===== src/pkg/mcr_pkg.sv =====
// Constants for the monitor configuration and identity register bank.
// Assumes a 16-bit register space reached by a 24-bit serial frame.
package mcr_pkg;
  // Serial frame layout
  localparam int FRAME_BITS = 24;
  localparam int HEAD_BITS = 8;
  localparam int ADDR_W = 7;
  localparam int DATA_W = 16;
  localparam logic [4:0] FRAME_LEN = 5'h18;
  localparam logic [4:0] HEAD_LEN = 5'h08;
  localparam logic [4:0] CNT_OVER = 5'h19;
  localparam logic RW_READ = 1'b1;

  // Register offsets
  localparam logic [6:0] OFS_POWER_STATE = 7'h02;
  localparam logic [6:0] OFS_PART_IDENTITY = 7'h04;
  localparam logic [6:0] OFS_REVISION_IDENTITY = 7'h06;
  localparam logic [6:0] OFS_MAKER_IDENTITY = 7'h0c;
  localparam logic [6:0] OFS_GENERAL_CONFIG_ZERO = 7'h10;

  // Reset values
  localparam logic [15:0] RST_POWER_STATE = 16'h0000;
  localparam logic [15:0] RST_GENERAL_CONFIG_ZERO = 16'h0300;

  // Power state field
  localparam int POWER_LSB = 0;
  localparam logic [1:0] POWER_ACTIVE = 2'h2;

  // General configuration zero fields
  localparam int TRIG_SEL_BIT = 12;
  localparam int CS_FILT_LSB = 8;
  localparam int RT_AVG_LSB = 4;
  localparam int LOOP_EN_BIT = 0;
  localparam logic [2:0] CS_FILT_MAX = 3'h4;

  // Sense sample and filter accumulator widths
  localparam int SAMPLE_W = 12;
  localparam int FRAC_W = 4;
endpackage


===== src/pkg/mcr_reg_if.sv =====
// Internal carrier between the serial frame engine and the register bank.
// Assumes both ends run on the same reference clock.
`timescale 1ns/10ps
interface mcr_reg_if;
  logic wr_en;
  logic rd_en;
  logic [6:0] addr;
  logic [15:0] wdata;
  logic [15:0] rdata;

  modport frame
  (
    output wr_en,
    output rd_en,
    output addr,
    output wdata,
    input rdata
  );

  modport bank
  (
    input wr_en,
    input rd_en,
    input addr,
    input wdata,
    output rdata
  );
endinterface


===== src/verilog/mcr_regs.sv =====
// Monitor configuration and identity register bank behind a 24-bit serial port.
// Assumes serial pins synchronous to ref_clk_in; sense samples arrive as strobes.
//
// Notes on behaviour
// - A two-bit power-state select sits in bits 1 to 0 of the power register and resets to power-down.
// - Codes 00 and 01 mean power-down, 10 means active, and the host must never write 11.
// - The part identity register at offset 0x04 returns a fixed 16-bit code.
// - The revision identity register at offset 0x06 returns a 16-bit code that may change between revisions.
// - The maker identity register at offset 0x0c returns a fixed 16-bit code.
// - Configuration bit 12 picks free-running conversion at 0 and direct conversion at 1, resetting to 0.
// - Sense results pass a one-pole recursive average whose depth K comes from bits 10 to 8, reset 011.
// - Depth codes 000 to 100 give K of 1, 2, 4, 8 and 16, and the host must not write 101 to 111.
// - Bits 6 to 4 pick the remote temperature averaging, reset 000, with codes above 101 invalid.
// - Configuration bit 0 turns on closed-loop drain-current control and resets to off.
// - Reserved configuration bits are stored read-write, reset to zero, and the host keeps them there.
// - The general configuration register at offset 0x10 resets to 0x0300 as a whole.
// - Each access is one 24-bit frame under chip select: read flag, seven address bits, sixteen data bits, MSB first.
// - Write bits are taken on rising clock edges, short or long write frames are dropped, read bits leave on falling edges.
`timescale 1ns/10ps
module mcr_regs
#(
  parameter logic [15:0] PART_CODE = 16'h1a2b, // Arbitrary value
  parameter logic [15:0] REVISION_CODE = 16'h0003, // Arbitrary value
  parameter logic [15:0] MAKER_CODE = 16'h3c5d // Arbitrary value
)
(
  input wire logic ref_clk_in,
  input wire logic sys_rst_in,
  input wire logic sclk_in,
  input wire logic cs_n_in,
  input wire logic sdi_in,
  output logic sdo_out,
  output logic sdo_oe_n_out,
  input wire logic [11:0] cs_sample_in,
  input wire logic cs_sample_valid_in,
  output logic [11:0] cs_filtered_out,
  output logic active_mode_out,
  output logic conversion_trigger_select_out,
  output logic [2:0] remote_temp_average_select_out,
  output logic loop_enable_out
);
  mcr_reg_if reg_if();

  logic [15:0] power_state, next_power_state;
  logic [15:0] general_config_zero, next_general_config_zero;
  logic [15:0] filt_acc, next_filt_acc;
  logic active_mode, next_active_mode;
  logic trig_sel, next_trig_sel;
  logic [2:0] rt_avg, next_rt_avg;
  logic loop_en, next_loop_en;
  logic [15:0] rdata;
  logic [2:0] filt_shift;
  logic signed [17:0] filt_diff;
  logic signed [17:0] filt_step;

  // Serial frame engine
  mcr_spi_frame u_frame
  (
    .ref_clk_in(ref_clk_in),
    .sys_rst_in(sys_rst_in),
    .sclk_in(sclk_in),
    .cs_n_in(cs_n_in),
    .sdi_in(sdi_in),
    .sdo_out(sdo_out),
    .sdo_oe_n_out(sdo_oe_n_out),
    .reg_if(reg_if.frame)
  );

  // Read mux; unmapped and reserved offsets read as zero
  always_comb
  begin
    unique case (reg_if.addr)
      mcr_pkg::OFS_POWER_STATE: rdata = power_state;
      mcr_pkg::OFS_PART_IDENTITY: rdata = PART_CODE;
      mcr_pkg::OFS_REVISION_IDENTITY: rdata = REVISION_CODE;
      mcr_pkg::OFS_MAKER_IDENTITY: rdata = MAKER_CODE;
      mcr_pkg::OFS_GENERAL_CONFIG_ZERO: rdata = general_config_zero;
      default: rdata = 16'h0000;
    endcase
  end

  // Mux is combinational; the frame engine latches it one cycle after rd_en
  assign reg_if.rdata = rdata;

  // Register writes; identity offsets fall through and change nothing
  always_comb
  begin
    next_power_state = power_state;
    next_general_config_zero = general_config_zero;
    if (reg_if.wr_en)
    begin
      unique case (reg_if.addr)
        // Reserved bits are kept as plain storage, not masked
        mcr_pkg::OFS_POWER_STATE: next_power_state = reg_if.wdata;
        mcr_pkg::OFS_GENERAL_CONFIG_ZERO: next_general_config_zero = reg_if.wdata;
        default: next_power_state = power_state;
      endcase
    end
  end

  // Register storage
  always_ff @(posedge ref_clk_in or posedge sys_rst_in)
  begin
    if (sys_rst_in)
    begin
      power_state <= mcr_pkg::RST_POWER_STATE;
      general_config_zero <= mcr_pkg::RST_GENERAL_CONFIG_ZERO;
    end
    else
    begin
      power_state <= next_power_state;
      general_config_zero <= next_general_config_zero;
    end
  end

  // Field decode into registered control outputs
  always_comb
  begin
    // Code 11 is not honoured as active; only the exact active code powers up
    next_active_mode = power_state[mcr_pkg::POWER_LSB +: 2] == mcr_pkg::POWER_ACTIVE;
    next_trig_sel = general_config_zero[mcr_pkg::TRIG_SEL_BIT];
    next_rt_avg = general_config_zero[mcr_pkg::RT_AVG_LSB +: 3];
    next_loop_en = general_config_zero[mcr_pkg::LOOP_EN_BIT];
  end

  // Outputs registered so that top-level pins come straight from flops
  always_ff @(posedge ref_clk_in or posedge sys_rst_in)
  begin
    if (sys_rst_in)
    begin
      active_mode <= 1'b0;
      trig_sel <= 1'b0;
      rt_avg <= 3'h0;
      loop_en <= 1'b0;
    end
    else
    begin
      active_mode <= next_active_mode;
      trig_sel <= next_trig_sel;
      rt_avg <= next_rt_avg;
      loop_en <= next_loop_en;
    end
  end

  // Depth select, clamped so a forbidden code cannot overrun the shifter
  always_comb
  begin
    if (general_config_zero[mcr_pkg::CS_FILT_LSB +: 3] > mcr_pkg::CS_FILT_MAX)
      filt_shift = mcr_pkg::CS_FILT_MAX;
    else
      filt_shift = general_config_zero[mcr_pkg::CS_FILT_LSB +: 3];
  end

  // One-pole average y += (x - y) / K, kept with four fraction bits
  always_comb
  begin
    filt_diff = $signed({2'b00, cs_sample_in, 4'h0}) - $signed({2'b00, filt_acc});
    filt_step = filt_diff >>> filt_shift;
    next_filt_acc = filt_acc;
    // Converter is off in power-down, so the average holds its value
    if (cs_sample_valid_in && active_mode)
      next_filt_acc = filt_acc + filt_step[15:0];
  end

  // Accumulator; power-down freezes it rather than clearing it
  always_ff @(posedge ref_clk_in or posedge sys_rst_in)
  begin
    if (sys_rst_in)
      filt_acc <= 16'h0000;
    else
      filt_acc <= next_filt_acc;
  end

  // Top-level outputs, each taken from a register
  assign cs_filtered_out = filt_acc[15:4];
  assign active_mode_out = active_mode;
  assign conversion_trigger_select_out = trig_sel;
  assign remote_temp_average_select_out = rt_avg;
  assign loop_enable_out = loop_en;

  // Register and decode checks
  a_power_write_taken: assert property (@(posedge ref_clk_in) disable iff (sys_rst_in)
    (reg_if.wr_en && reg_if.addr == mcr_pkg::OFS_POWER_STATE) |=> power_state == $past(reg_if.wdata))
    else $error("Power register did not take written value");

  a_active_decode: assert property (@(posedge ref_clk_in) disable iff (sys_rst_in)
    (reg_if.wr_en && reg_if.addr == mcr_pkg::OFS_POWER_STATE) |=> ##1
      active_mode_out == ($past(reg_if.wdata[1:0], 2) == 2'h2))
    else $error("Active mode output does not follow power code");

  a_part_read: assert property (@(posedge ref_clk_in) disable iff (sys_rst_in)
    (reg_if.rd_en && reg_if.addr == mcr_pkg::OFS_PART_IDENTITY) |-> reg_if.rdata == PART_CODE)
    else $error("Part identity read wrong");

  a_revision_read: assert property (@(posedge ref_clk_in) disable iff (sys_rst_in)
    (reg_if.rd_en && reg_if.addr == mcr_pkg::OFS_REVISION_IDENTITY) |-> reg_if.rdata == REVISION_CODE)
    else $error("Revision identity read wrong");

  a_maker_read: assert property (@(posedge ref_clk_in) disable iff (sys_rst_in)
    (reg_if.rd_en && reg_if.addr == mcr_pkg::OFS_MAKER_IDENTITY) |-> reg_if.rdata == MAKER_CODE)
    else $error("Maker identity read wrong");

  a_trigger_select: assert property (@(posedge ref_clk_in) disable iff (sys_rst_in)
    (reg_if.wr_en && reg_if.addr == mcr_pkg::OFS_GENERAL_CONFIG_ZERO) |=> ##1
      conversion_trigger_select_out == $past(reg_if.wdata[12], 2))
    else $error("Conversion select output does not follow bit 12");

  a_filter_hold: assert property (@(posedge ref_clk_in) disable iff (sys_rst_in)
    !active_mode |=> $stable(cs_filtered_out))
    else $error("Filter moved while powered down");

  a_loop_enable: assert property (@(posedge ref_clk_in) disable iff (sys_rst_in)
    (reg_if.wr_en && reg_if.addr == mcr_pkg::OFS_GENERAL_CONFIG_ZERO) |=> ##1
      loop_enable_out == $past(reg_if.wdata[0], 2) && remote_temp_average_select_out == $past(reg_if.wdata[6:4], 2))
    else $error("Loop enable or remote average output wrong");

  a_identity_ignored: assert property (@(posedge ref_clk_in) disable iff (sys_rst_in)
    (reg_if.wr_en && reg_if.addr != mcr_pkg::OFS_POWER_STATE && reg_if.addr != mcr_pkg::OFS_GENERAL_CONFIG_ZERO)
      |=> $stable(power_state) && $stable(general_config_zero))
    else $error("Write to other offset changed a register");

  // Storage follows committed writes only; reads and idle cycles leave it alone
  a_config_write_taken: assert property (@(posedge ref_clk_in) disable iff (sys_rst_in)
    (reg_if.wr_en && reg_if.addr == mcr_pkg::OFS_GENERAL_CONFIG_ZERO)
      |=> general_config_zero == $past(reg_if.wdata))
    else $error("Configuration register did not take written value");

  a_regs_need_write: assert property (@(posedge ref_clk_in) disable iff (sys_rst_in)
    !reg_if.wr_en
      |=> $stable(power_state) && $stable(general_config_zero))
    else $error("Register changed without a committed write");

  a_read_keeps_regs: assert property (@(posedge ref_clk_in) disable iff (sys_rst_in)
    reg_if.rd_en
      |=> $stable(power_state) && $stable(general_config_zero))
    else $error("Register changed by a read frame");

  a_unmapped_zero: assert property (@(posedge ref_clk_in) disable iff (sys_rst_in)
    (reg_if.rd_en && reg_if.addr != mcr_pkg::OFS_POWER_STATE && reg_if.addr != mcr_pkg::OFS_PART_IDENTITY
      && reg_if.addr != mcr_pkg::OFS_REVISION_IDENTITY && reg_if.addr != mcr_pkg::OFS_MAKER_IDENTITY
      && reg_if.addr != mcr_pkg::OFS_GENERAL_CONFIG_ZERO) |-> reg_if.rdata == 16'h0000)
    else $error("Unmapped offset did not read as zero");

  // Reset checks carry no disable so that they see the first edge after release
  a_reset_power_value: assert property (@(posedge ref_clk_in)
    $fell(sys_rst_in)
      |-> power_state == mcr_pkg::RST_POWER_STATE)
    else $error("Power register not at reset value after reset");

  a_reset_config_value: assert property (@(posedge ref_clk_in)
    $fell(sys_rst_in)
      |-> general_config_zero == mcr_pkg::RST_GENERAL_CONFIG_ZERO)
    else $error("Configuration register not at reset value after reset");

  a_reset_outputs_low: assert property (@(posedge ref_clk_in)
    $fell(sys_rst_in)
      |-> !active_mode_out && !conversion_trigger_select_out && !loop_enable_out
        && remote_temp_average_select_out == 3'h0)
    else $error("Decoded outputs not low after reset");

  a_filter_reset: assert property (@(posedge ref_clk_in)
    $fell(sys_rst_in)
      |-> cs_filtered_out == 12'h000)
    else $error("Filter output not cleared by reset");

  // Decoded outputs move only two cycles after a committed write
  a_active_on_write: assert property (@(posedge ref_clk_in) disable iff (sys_rst_in)
    $changed(active_mode_out)
      |-> $past(reg_if.wr_en, 2))
    else $error("Active mode changed without a write");

  a_trigger_on_write: assert property (@(posedge ref_clk_in) disable iff (sys_rst_in)
    $changed(conversion_trigger_select_out)
      |-> $past(reg_if.wr_en, 2))
    else $error("Conversion select changed without a write");

  a_loop_on_write: assert property (@(posedge ref_clk_in) disable iff (sys_rst_in)
    $changed(loop_enable_out)
      |-> $past(reg_if.wr_en, 2))
    else $error("Loop enable changed without a write");

  // Power codes 00 and 01 both leave the analog side down
  a_powerdown_low_code: assert property (@(posedge ref_clk_in) disable iff (sys_rst_in)
    !power_state[mcr_pkg::POWER_LSB + 1]
      |=> !active_mode_out)
    else $error("Active mode raised by a power-down code");

  a_active_only_code: assert property (@(posedge ref_clk_in) disable iff (sys_rst_in)
    active_mode_out
      |-> $past(power_state[mcr_pkg::POWER_LSB +: 2]) == mcr_pkg::POWER_ACTIVE)
    else $error("Active mode without the active code");

  // Filter behaviour against the depth rule, not against the arithmetic above
  a_filter_unity: assert property (@(posedge ref_clk_in) disable iff (sys_rst_in)
    (cs_sample_valid_in && active_mode && general_config_zero[mcr_pkg::CS_FILT_LSB +: 3] == 3'h0)
      |=> cs_filtered_out == $past(cs_sample_in))
    else $error("Depth one did not pass the sample through");

  a_filter_toward: assert property (@(posedge ref_clk_in) disable iff (sys_rst_in)
    (cs_sample_valid_in && active_mode && cs_sample_in >= cs_filtered_out)
      |=> cs_filtered_out >= $past(cs_filtered_out) && cs_filtered_out <= $past(cs_sample_in))
    else $error("Filter stepped away from or past the sample");
endmodule


===== src/verilog/mcr_spi_frame.sv =====
// Serial frame engine: 24-bit frames in, register requests out.
// Assumes serial pins are synchronous to ref_clk_in, each clock phase >= 2 cycles.
`timescale 1ns/10ps
module mcr_spi_frame
(
  input wire logic ref_clk_in,
  input wire logic sys_rst_in,
  input wire logic sclk_in,
  input wire logic cs_n_in,
  input wire logic sdi_in,
  output logic sdo_out,
  output logic sdo_oe_n_out,
  mcr_reg_if.frame reg_if
);
  typedef enum logic {MCR_IDLE, MCR_ACTIVE} mcr_frame_state_t;

  mcr_frame_state_t state, next_state;
  logic [4:0] cnt, next_cnt;
  logic [23:0] sh_in, next_sh_in;
  logic [15:0] sh_out, next_sh_out;
  logic rd_frame, next_rd_frame;
  logic sclk_q, next_sclk_q;
  logic sdo, next_sdo;
  logic sdo_oe_n, next_sdo_oe_n;
  logic wr_en, next_wr_en;
  logic rd_en, next_rd_en;
  logic [6:0] addr, next_addr;
  logic [15:0] wdata, next_wdata;
  logic rise;
  logic fall;

  assign rise = sclk_in & ~sclk_q;
  assign fall = ~sclk_in & sclk_q;

  // Frame sequencing, shifting and commit decision
  always_comb
  begin
    next_state = state;
    next_cnt = cnt;
    next_sh_in = sh_in;
    next_sh_out = sh_out;
    next_rd_frame = rd_frame;
    next_sclk_q = sclk_in;
    next_sdo = sdo;
    next_sdo_oe_n = sdo_oe_n;
    next_wr_en = 1'b0;
    next_rd_en = 1'b0;
    next_addr = addr;
    next_wdata = wdata;
    if (cs_n_in)
    begin
      next_state = MCR_IDLE;
      next_cnt = 5'h00;
      next_sdo_oe_n = 1'b1;
      next_rd_frame = 1'b0;
      // Only a complete write frame is committed
      if (state == MCR_ACTIVE && cnt == mcr_pkg::FRAME_LEN && !rd_frame)
      begin
        next_wr_en = 1'b1;
        next_addr = sh_in[22:16];
        next_wdata = sh_in[15:0];
      end
    end
    else if (state == MCR_IDLE)
    begin
      // Edge seen in the select cycle itself is dropped; host must idle first
      next_state = MCR_ACTIVE;
      next_cnt = 5'h00;
    end
    else
    begin
      if (rise)
      begin
        next_sh_in = {sh_in[22:0], sdi_in};
        // Saturate so that over-long frames stay invalid
        if (cnt != mcr_pkg::CNT_OVER)
          next_cnt = cnt + 5'h01;
        if (cnt == mcr_pkg::HEAD_LEN - 5'h01 && sh_in[6] == mcr_pkg::RW_READ)
        begin
          next_rd_frame = 1'b1;
          next_rd_en = 1'b1;
          next_addr = {sh_in[5:0], sdi_in};
        end
      end
      // Read data captured the cycle after the request
      if (rd_en)
        next_sh_out = reg_if.rdata;
      else if (fall && rd_frame)
      begin
        next_sdo = sh_out[15];
        next_sh_out = {sh_out[14:0], 1'b0};
        next_sdo_oe_n = 1'b0;
      end
    end
  end

  // State registers
  always_ff @(posedge ref_clk_in or posedge sys_rst_in)
  begin
    if (sys_rst_in)
    begin
      state <= MCR_IDLE;
      cnt <= 5'h00;
      sh_in <= 24'h000000;
      sh_out <= 16'h0000;
      rd_frame <= 1'b0;
      sclk_q <= 1'b0;
      sdo <= 1'b0;
      sdo_oe_n <= 1'b1;
      wr_en <= 1'b0;
      rd_en <= 1'b0;
      addr <= 7'h00;
      wdata <= 16'h0000;
    end
    else
    begin
      state <= next_state;
      cnt <= next_cnt;
      sh_in <= next_sh_in;
      sh_out <= next_sh_out;
      rd_frame <= next_rd_frame;
      sclk_q <= next_sclk_q;
      sdo <= next_sdo;
      sdo_oe_n <= next_sdo_oe_n;
      wr_en <= next_wr_en;
      rd_en <= next_rd_en;
      addr <= next_addr;
      wdata <= next_wdata;
    end
  end

  assign sdo_out = sdo;
  assign sdo_oe_n_out = sdo_oe_n;
  assign reg_if.wr_en = wr_en;
  assign reg_if.rd_en = rd_en;
  assign reg_if.addr = addr;
  assign reg_if.wdata = wdata;

  a_short_write_drop: assert property (@(posedge ref_clk_in) disable iff (sys_rst_in)
    (cs_n_in && state == MCR_ACTIVE && cnt != mcr_pkg::FRAME_LEN) |=> !wr_en)
    else $error("Write committed from a frame without exactly 24 clocks");

  a_sdo_read_only: assert property (@(posedge ref_clk_in) disable iff (sys_rst_in)
    !sdo_oe_n |-> $past(rd_frame && !cs_n_in))
    else $error("Serial output driven outside a read frame");
endmodule


===== config.mk =====
export PLATFORM = sky130hd
export DESIGN_NAME = mcr_regs
export DESIGN_NICKNAME = d
export VERILOG_FILES = /design/src/pkg/mcr_pkg.sv /design/src/pkg/mcr_reg_if.sv /design/src/verilog/mcr_regs.sv /design/src/verilog/mcr_spi_frame.sv
export SDC_FILE = /design/constraint.sdc
export NUM_CORES = 1
export LEC_CHECK = 0
export BUFFER_PORTS_ARGS = -buffer_cell sky130_fd_sc_hd__buf_2
export CAP_MARGIN = 20
export CORE_MARGIN = 8
export CORE_UTILIZATION = 53
export DETAILED_ROUTE_END_ITERATION = 12
export HOLD_SLACK_MARGIN = 0.12
export PLACE_DENSITY = 0.78
export SLEW_MARGIN = 0
export SYNTH_ARGS = -nofsm -noshare
export SYNTH_HDL_FRONTEND = slang
export SYNTH_SLANG_ARGS = --single-unit

===== constraint.sdc =====
create_clock -name ref_clk_in -period 4.8 [get_ports ref_clk_in]
set_clock_uncertainty 0.1 [all_clocks]
set_input_delay 0.24 -clock ref_clk_in [delete_from_list [all_inputs] [get_ports ref_clk_in]]
set_output_delay 0.24 -clock ref_clk_in [all_outputs]
set_load 0.05 [all_outputs]

==> impl_metrics.toml <==
[status]
status = "finished, final reports clean"

[detailed_routing]
drt_first_pass_iters = 5
vias_per_cell = 5.93
drc = 0
drt_iter0_markers = 404
routedWlPerCell_um = 17.5
ant_nets = 0
vias = 5418
finalWirelength_um = 16000

[yosys]
syn_inst = 695
synth_nets = 746
synth_area_um2 = 7300
ys_seq_area_frac = 0.439
netlist.area_leader.share = 0.429
synthTopCellsByCount = "dfrtp_1 (125), mux2_2 (70), nand2_1 (61)"
yosysMostFrequentCell = "dfrtp_1"
synth-seq-cells = 128
async_reset_ff_frac = 1.00
synth_cell_type_count = 72
synth_area_per_cell_um2 = 10.5
synth_top_area_cell = "dfrtp_1"
ys_warn_count = 0
yosys_most_used_dff = "dfrtp_1"
ys_top_cells_by_area = "dfrtp_1 (43%), mux2_2 (11%), ha_1 (5.5%)"
synth_edf_count = 0

[floorplan]
fp.dieW_um = 133
die_h_um = 133
start_util = 0.534
core_um2 = 13700
dieArea_um2 = 17800
rows = 43
io_pins = 38

[clock_network]
clock-sinks = 128
root_buffer = "clkbuf_16"
cts_buffers = 17
clockBufferDepth = 2
cts_tree = "done"
h-tree-depth = 4
clock_latency_ns = 0.41
post_cts.repair.setup_buffers = 0
clk_pin_slew_ns = 0.06

[global_routing]
antenna_found_initial = 0
grt_max_degree = 76
grt_pass1_vias = 5509
grt_overflow = 0
grt_pass1_wl_um = 26800
grt_use_total = 0.183

[timing]
max_freq_mhz = 221
finalHoldViolations = 0
fin_crit_ns = 4.53
drv_slew = 0
tightest_slew_ns = 0.943
slew_headroom = 0.372
finalSetupViolations = 0
fin_setup_tns_ns = 0
finalCritPeriodShare = 0.944

[cells_and_area]
seq_area_um2 = 3210
synthToLayoutAreaGrowth_pct = 12.3
nets = 771
multi_input_area_um2 = 3790
fill_cells = 1085
antenna_cells = 0
design_area_um2 = 8190
drive_gt1_frac = 0.248

[min_path]
hold_path.class = "primary input to flip-flop"

[worst_setup_path]
worstPathArrival_ns = 4.76
start_kind = "flip-flop"
critPathRequiredTime_ns = 5.03
worst_setup_path_end_kind = "flip-flop"
path_class = "flip-flop to flip-flop"
worstPathMaxFanout = 5

[pwr]
ir_worst_vdd_v = 0.000222
power_mw = 2.64
p_per_area_nw_per_um2 = 322
power_leakage_nw = 3.92

[placement]
dpl_cell_area_um2 = 7540
gp_congestion = 0.923
numPortBuffers = 37
hpwl_um = 11000

[run]
maxCapViolCount = 0
==> path summary, 6_finish.rpt <==
kind,endpoint,from,slack [ns],depth (start not counted)
setup / recovery,filt_acc[15]$_DFFE_PP0P_,filt_acc[1]$_DFFE_PP0P_,0.27,19
hold / removal,filt_acc[15]$_DFFE_PP0P_,cs_sample_valid_in,0.24,4
setup reg to reg,filt_acc[15]$_DFFE_PP0P_,filt_acc[1]$_DFFE_PP0P_,0.27,19
hold reg to reg,remote_temp_average_select_out[1]$_DFF_PP0_,general_config_zero[5]$_DFFE_PP0P_,0.31,0
max in group asynchronous,power_state[7]$_DFFE_PP0P_,sys_rst_in,2.87,4
min in group asynchronous,filt_acc[5]$_DFFE_PP0P_,sys_rst_in,0.49,3
==> cell type report <==
class / instances / area share
repair buffers: 48 / 0.0339
clock buffers: 18 / 0.0524
multi-input cells: 497 / 0.463
flip-flops and latches: 128 / 0.391
well taps: 180 / 0.0275
inverters: 28 / 0.0131
clock inverters: 14 / 0.0189
==> where the power goes <==
group	leakage, nW	internal, mW	switching, mW
logic	1.88	0.0979	0.133
clock network	0.282	0.771	0.500
registers	1.75	1.11	0.0320
==> cells by family after synthesis <==
logic type	synth area share
flip-flops	0.439
AO/OA/AOI/OAI	0.137
adder cells (fa/ha/maj)	0.0576
AND/OR/NAND/NOR	0.125
buffers and inverters	0.0447
multiplexers	0.162
XOR/XNOR	0.0336
==> sequential cells by signal, indices dropped and copies added (netlist names) <==
signal	flops
u_frame.sdo_oe_n_out	1
u_frame.sclk_q	1
power_state	16
u_frame.reg_if.addr	7
u_frame.sdo_out	1
filt_acc	16
loop_enable_out	1
u_frame.sh_out	16
u_frame.sh_in	23
u_frame.reg_if.wdata	16
conversion_trigger_select_out	1
u_frame.state	1
general_config_zero	16
active_mode_out	1
u_frame.rd_frame	1
u_frame.reg_if.wr_en	1
u_frame.reg_if.rd_en	1
remote_temp_average_select_out	3
u_frame.cnt	5
==> layout by cell type (no fill, tap or decap), drive strengths merged, types with 3 or more instances in the layout <==
| cell type | n |
|---|---|
| dfrtp | 125 |
| mux2 | 80 |
| nand2 | 63 |
| o21ai | 48 |
| a21oi | 44 |
| buf | 44 |
| nor2 | 43 |
| ha | 32 |
| inv | 32 |
| mux2i | 22 |
| nor2b | 20 |
| clkbuf | 18 |
| xor2 | 14 |
| xnor2 | 14 |
| a221o | 11 |
| nor3 | 10 |
| nand3 | 9 |
| and2 | 8 |
| a21o | 7 |
| clkinv | 6 |
| a31oi | 5 |
| o21a | 5 |
| a211o | 5 |
| nand4 | 4 |
| a22oi | 4 |
| dlygate4sd3 | 4 |
| a211oi | 4 |
| dfstp | 3 |
| or3 | 3 |
| a221oi | 3 |
| a311oi | 3 |
| nor3b | 3 |
==> routing by layer <==
| layer | share of wire | track usage | vias to the layer above | wire length (um) |
|---|---|---|---|---|
| li1 | - | - | 2528 | - |
| met1 | 0.45 | 0.230 | 2686 | 7130 |
| met2 | 0.49 | 0.296 | 167 | 7780 |
| met3 | 0.048 | 0.0414 | 37 | 761 |
| met4 | 0.021 | 0.0817 | 0 | 333 |
| met5 | 0 | 0 | - | 0 |
==> through the flow <==
step                      cells  hold WS [ns]  worst slack (ns)   util
after floorplan             695         0.171             0.824      -
after global placement      877         0.270             0.543  0.552
after detailed placement    877         0.278             0.274  0.552
after CTS                   913         0.222             0.196  0.598
after global routing        913         0.255           -0.0186  0.600
final                       913         0.240             0.271  0.600
==> repair_timing <==
item / 4_1_cts / 5_1_grt
endpoints found under the setup margin: 0 / 3
resized for setup: 0 / 4
endpoints found under the hold margin: 77 / 0
hold buffers: 4 / 0
==> critical path, stage by stage (launching register included) <==
cell      delay [ns]
dfrtp_1         0.43
inv_1           0.12
ha_1            0.23
nor4bb_2        0.19
o31a_1          0.33
o21a_1          0.20
nor2_1          0.19
xnor2_2         0.13
mux4_2          0.46
nor2_1          0.10
a21oi_1         0.07
ha_1            0.29
a21oi_1         0.23
a21oi_1         0.10
a211o_1         0.27
a21o_1          0.23
a311oi_2        0.27
nor4_1          0.11
mux2i_1         0.24
xnor2_1         0.15
Power figures use the tool's default switching activity.
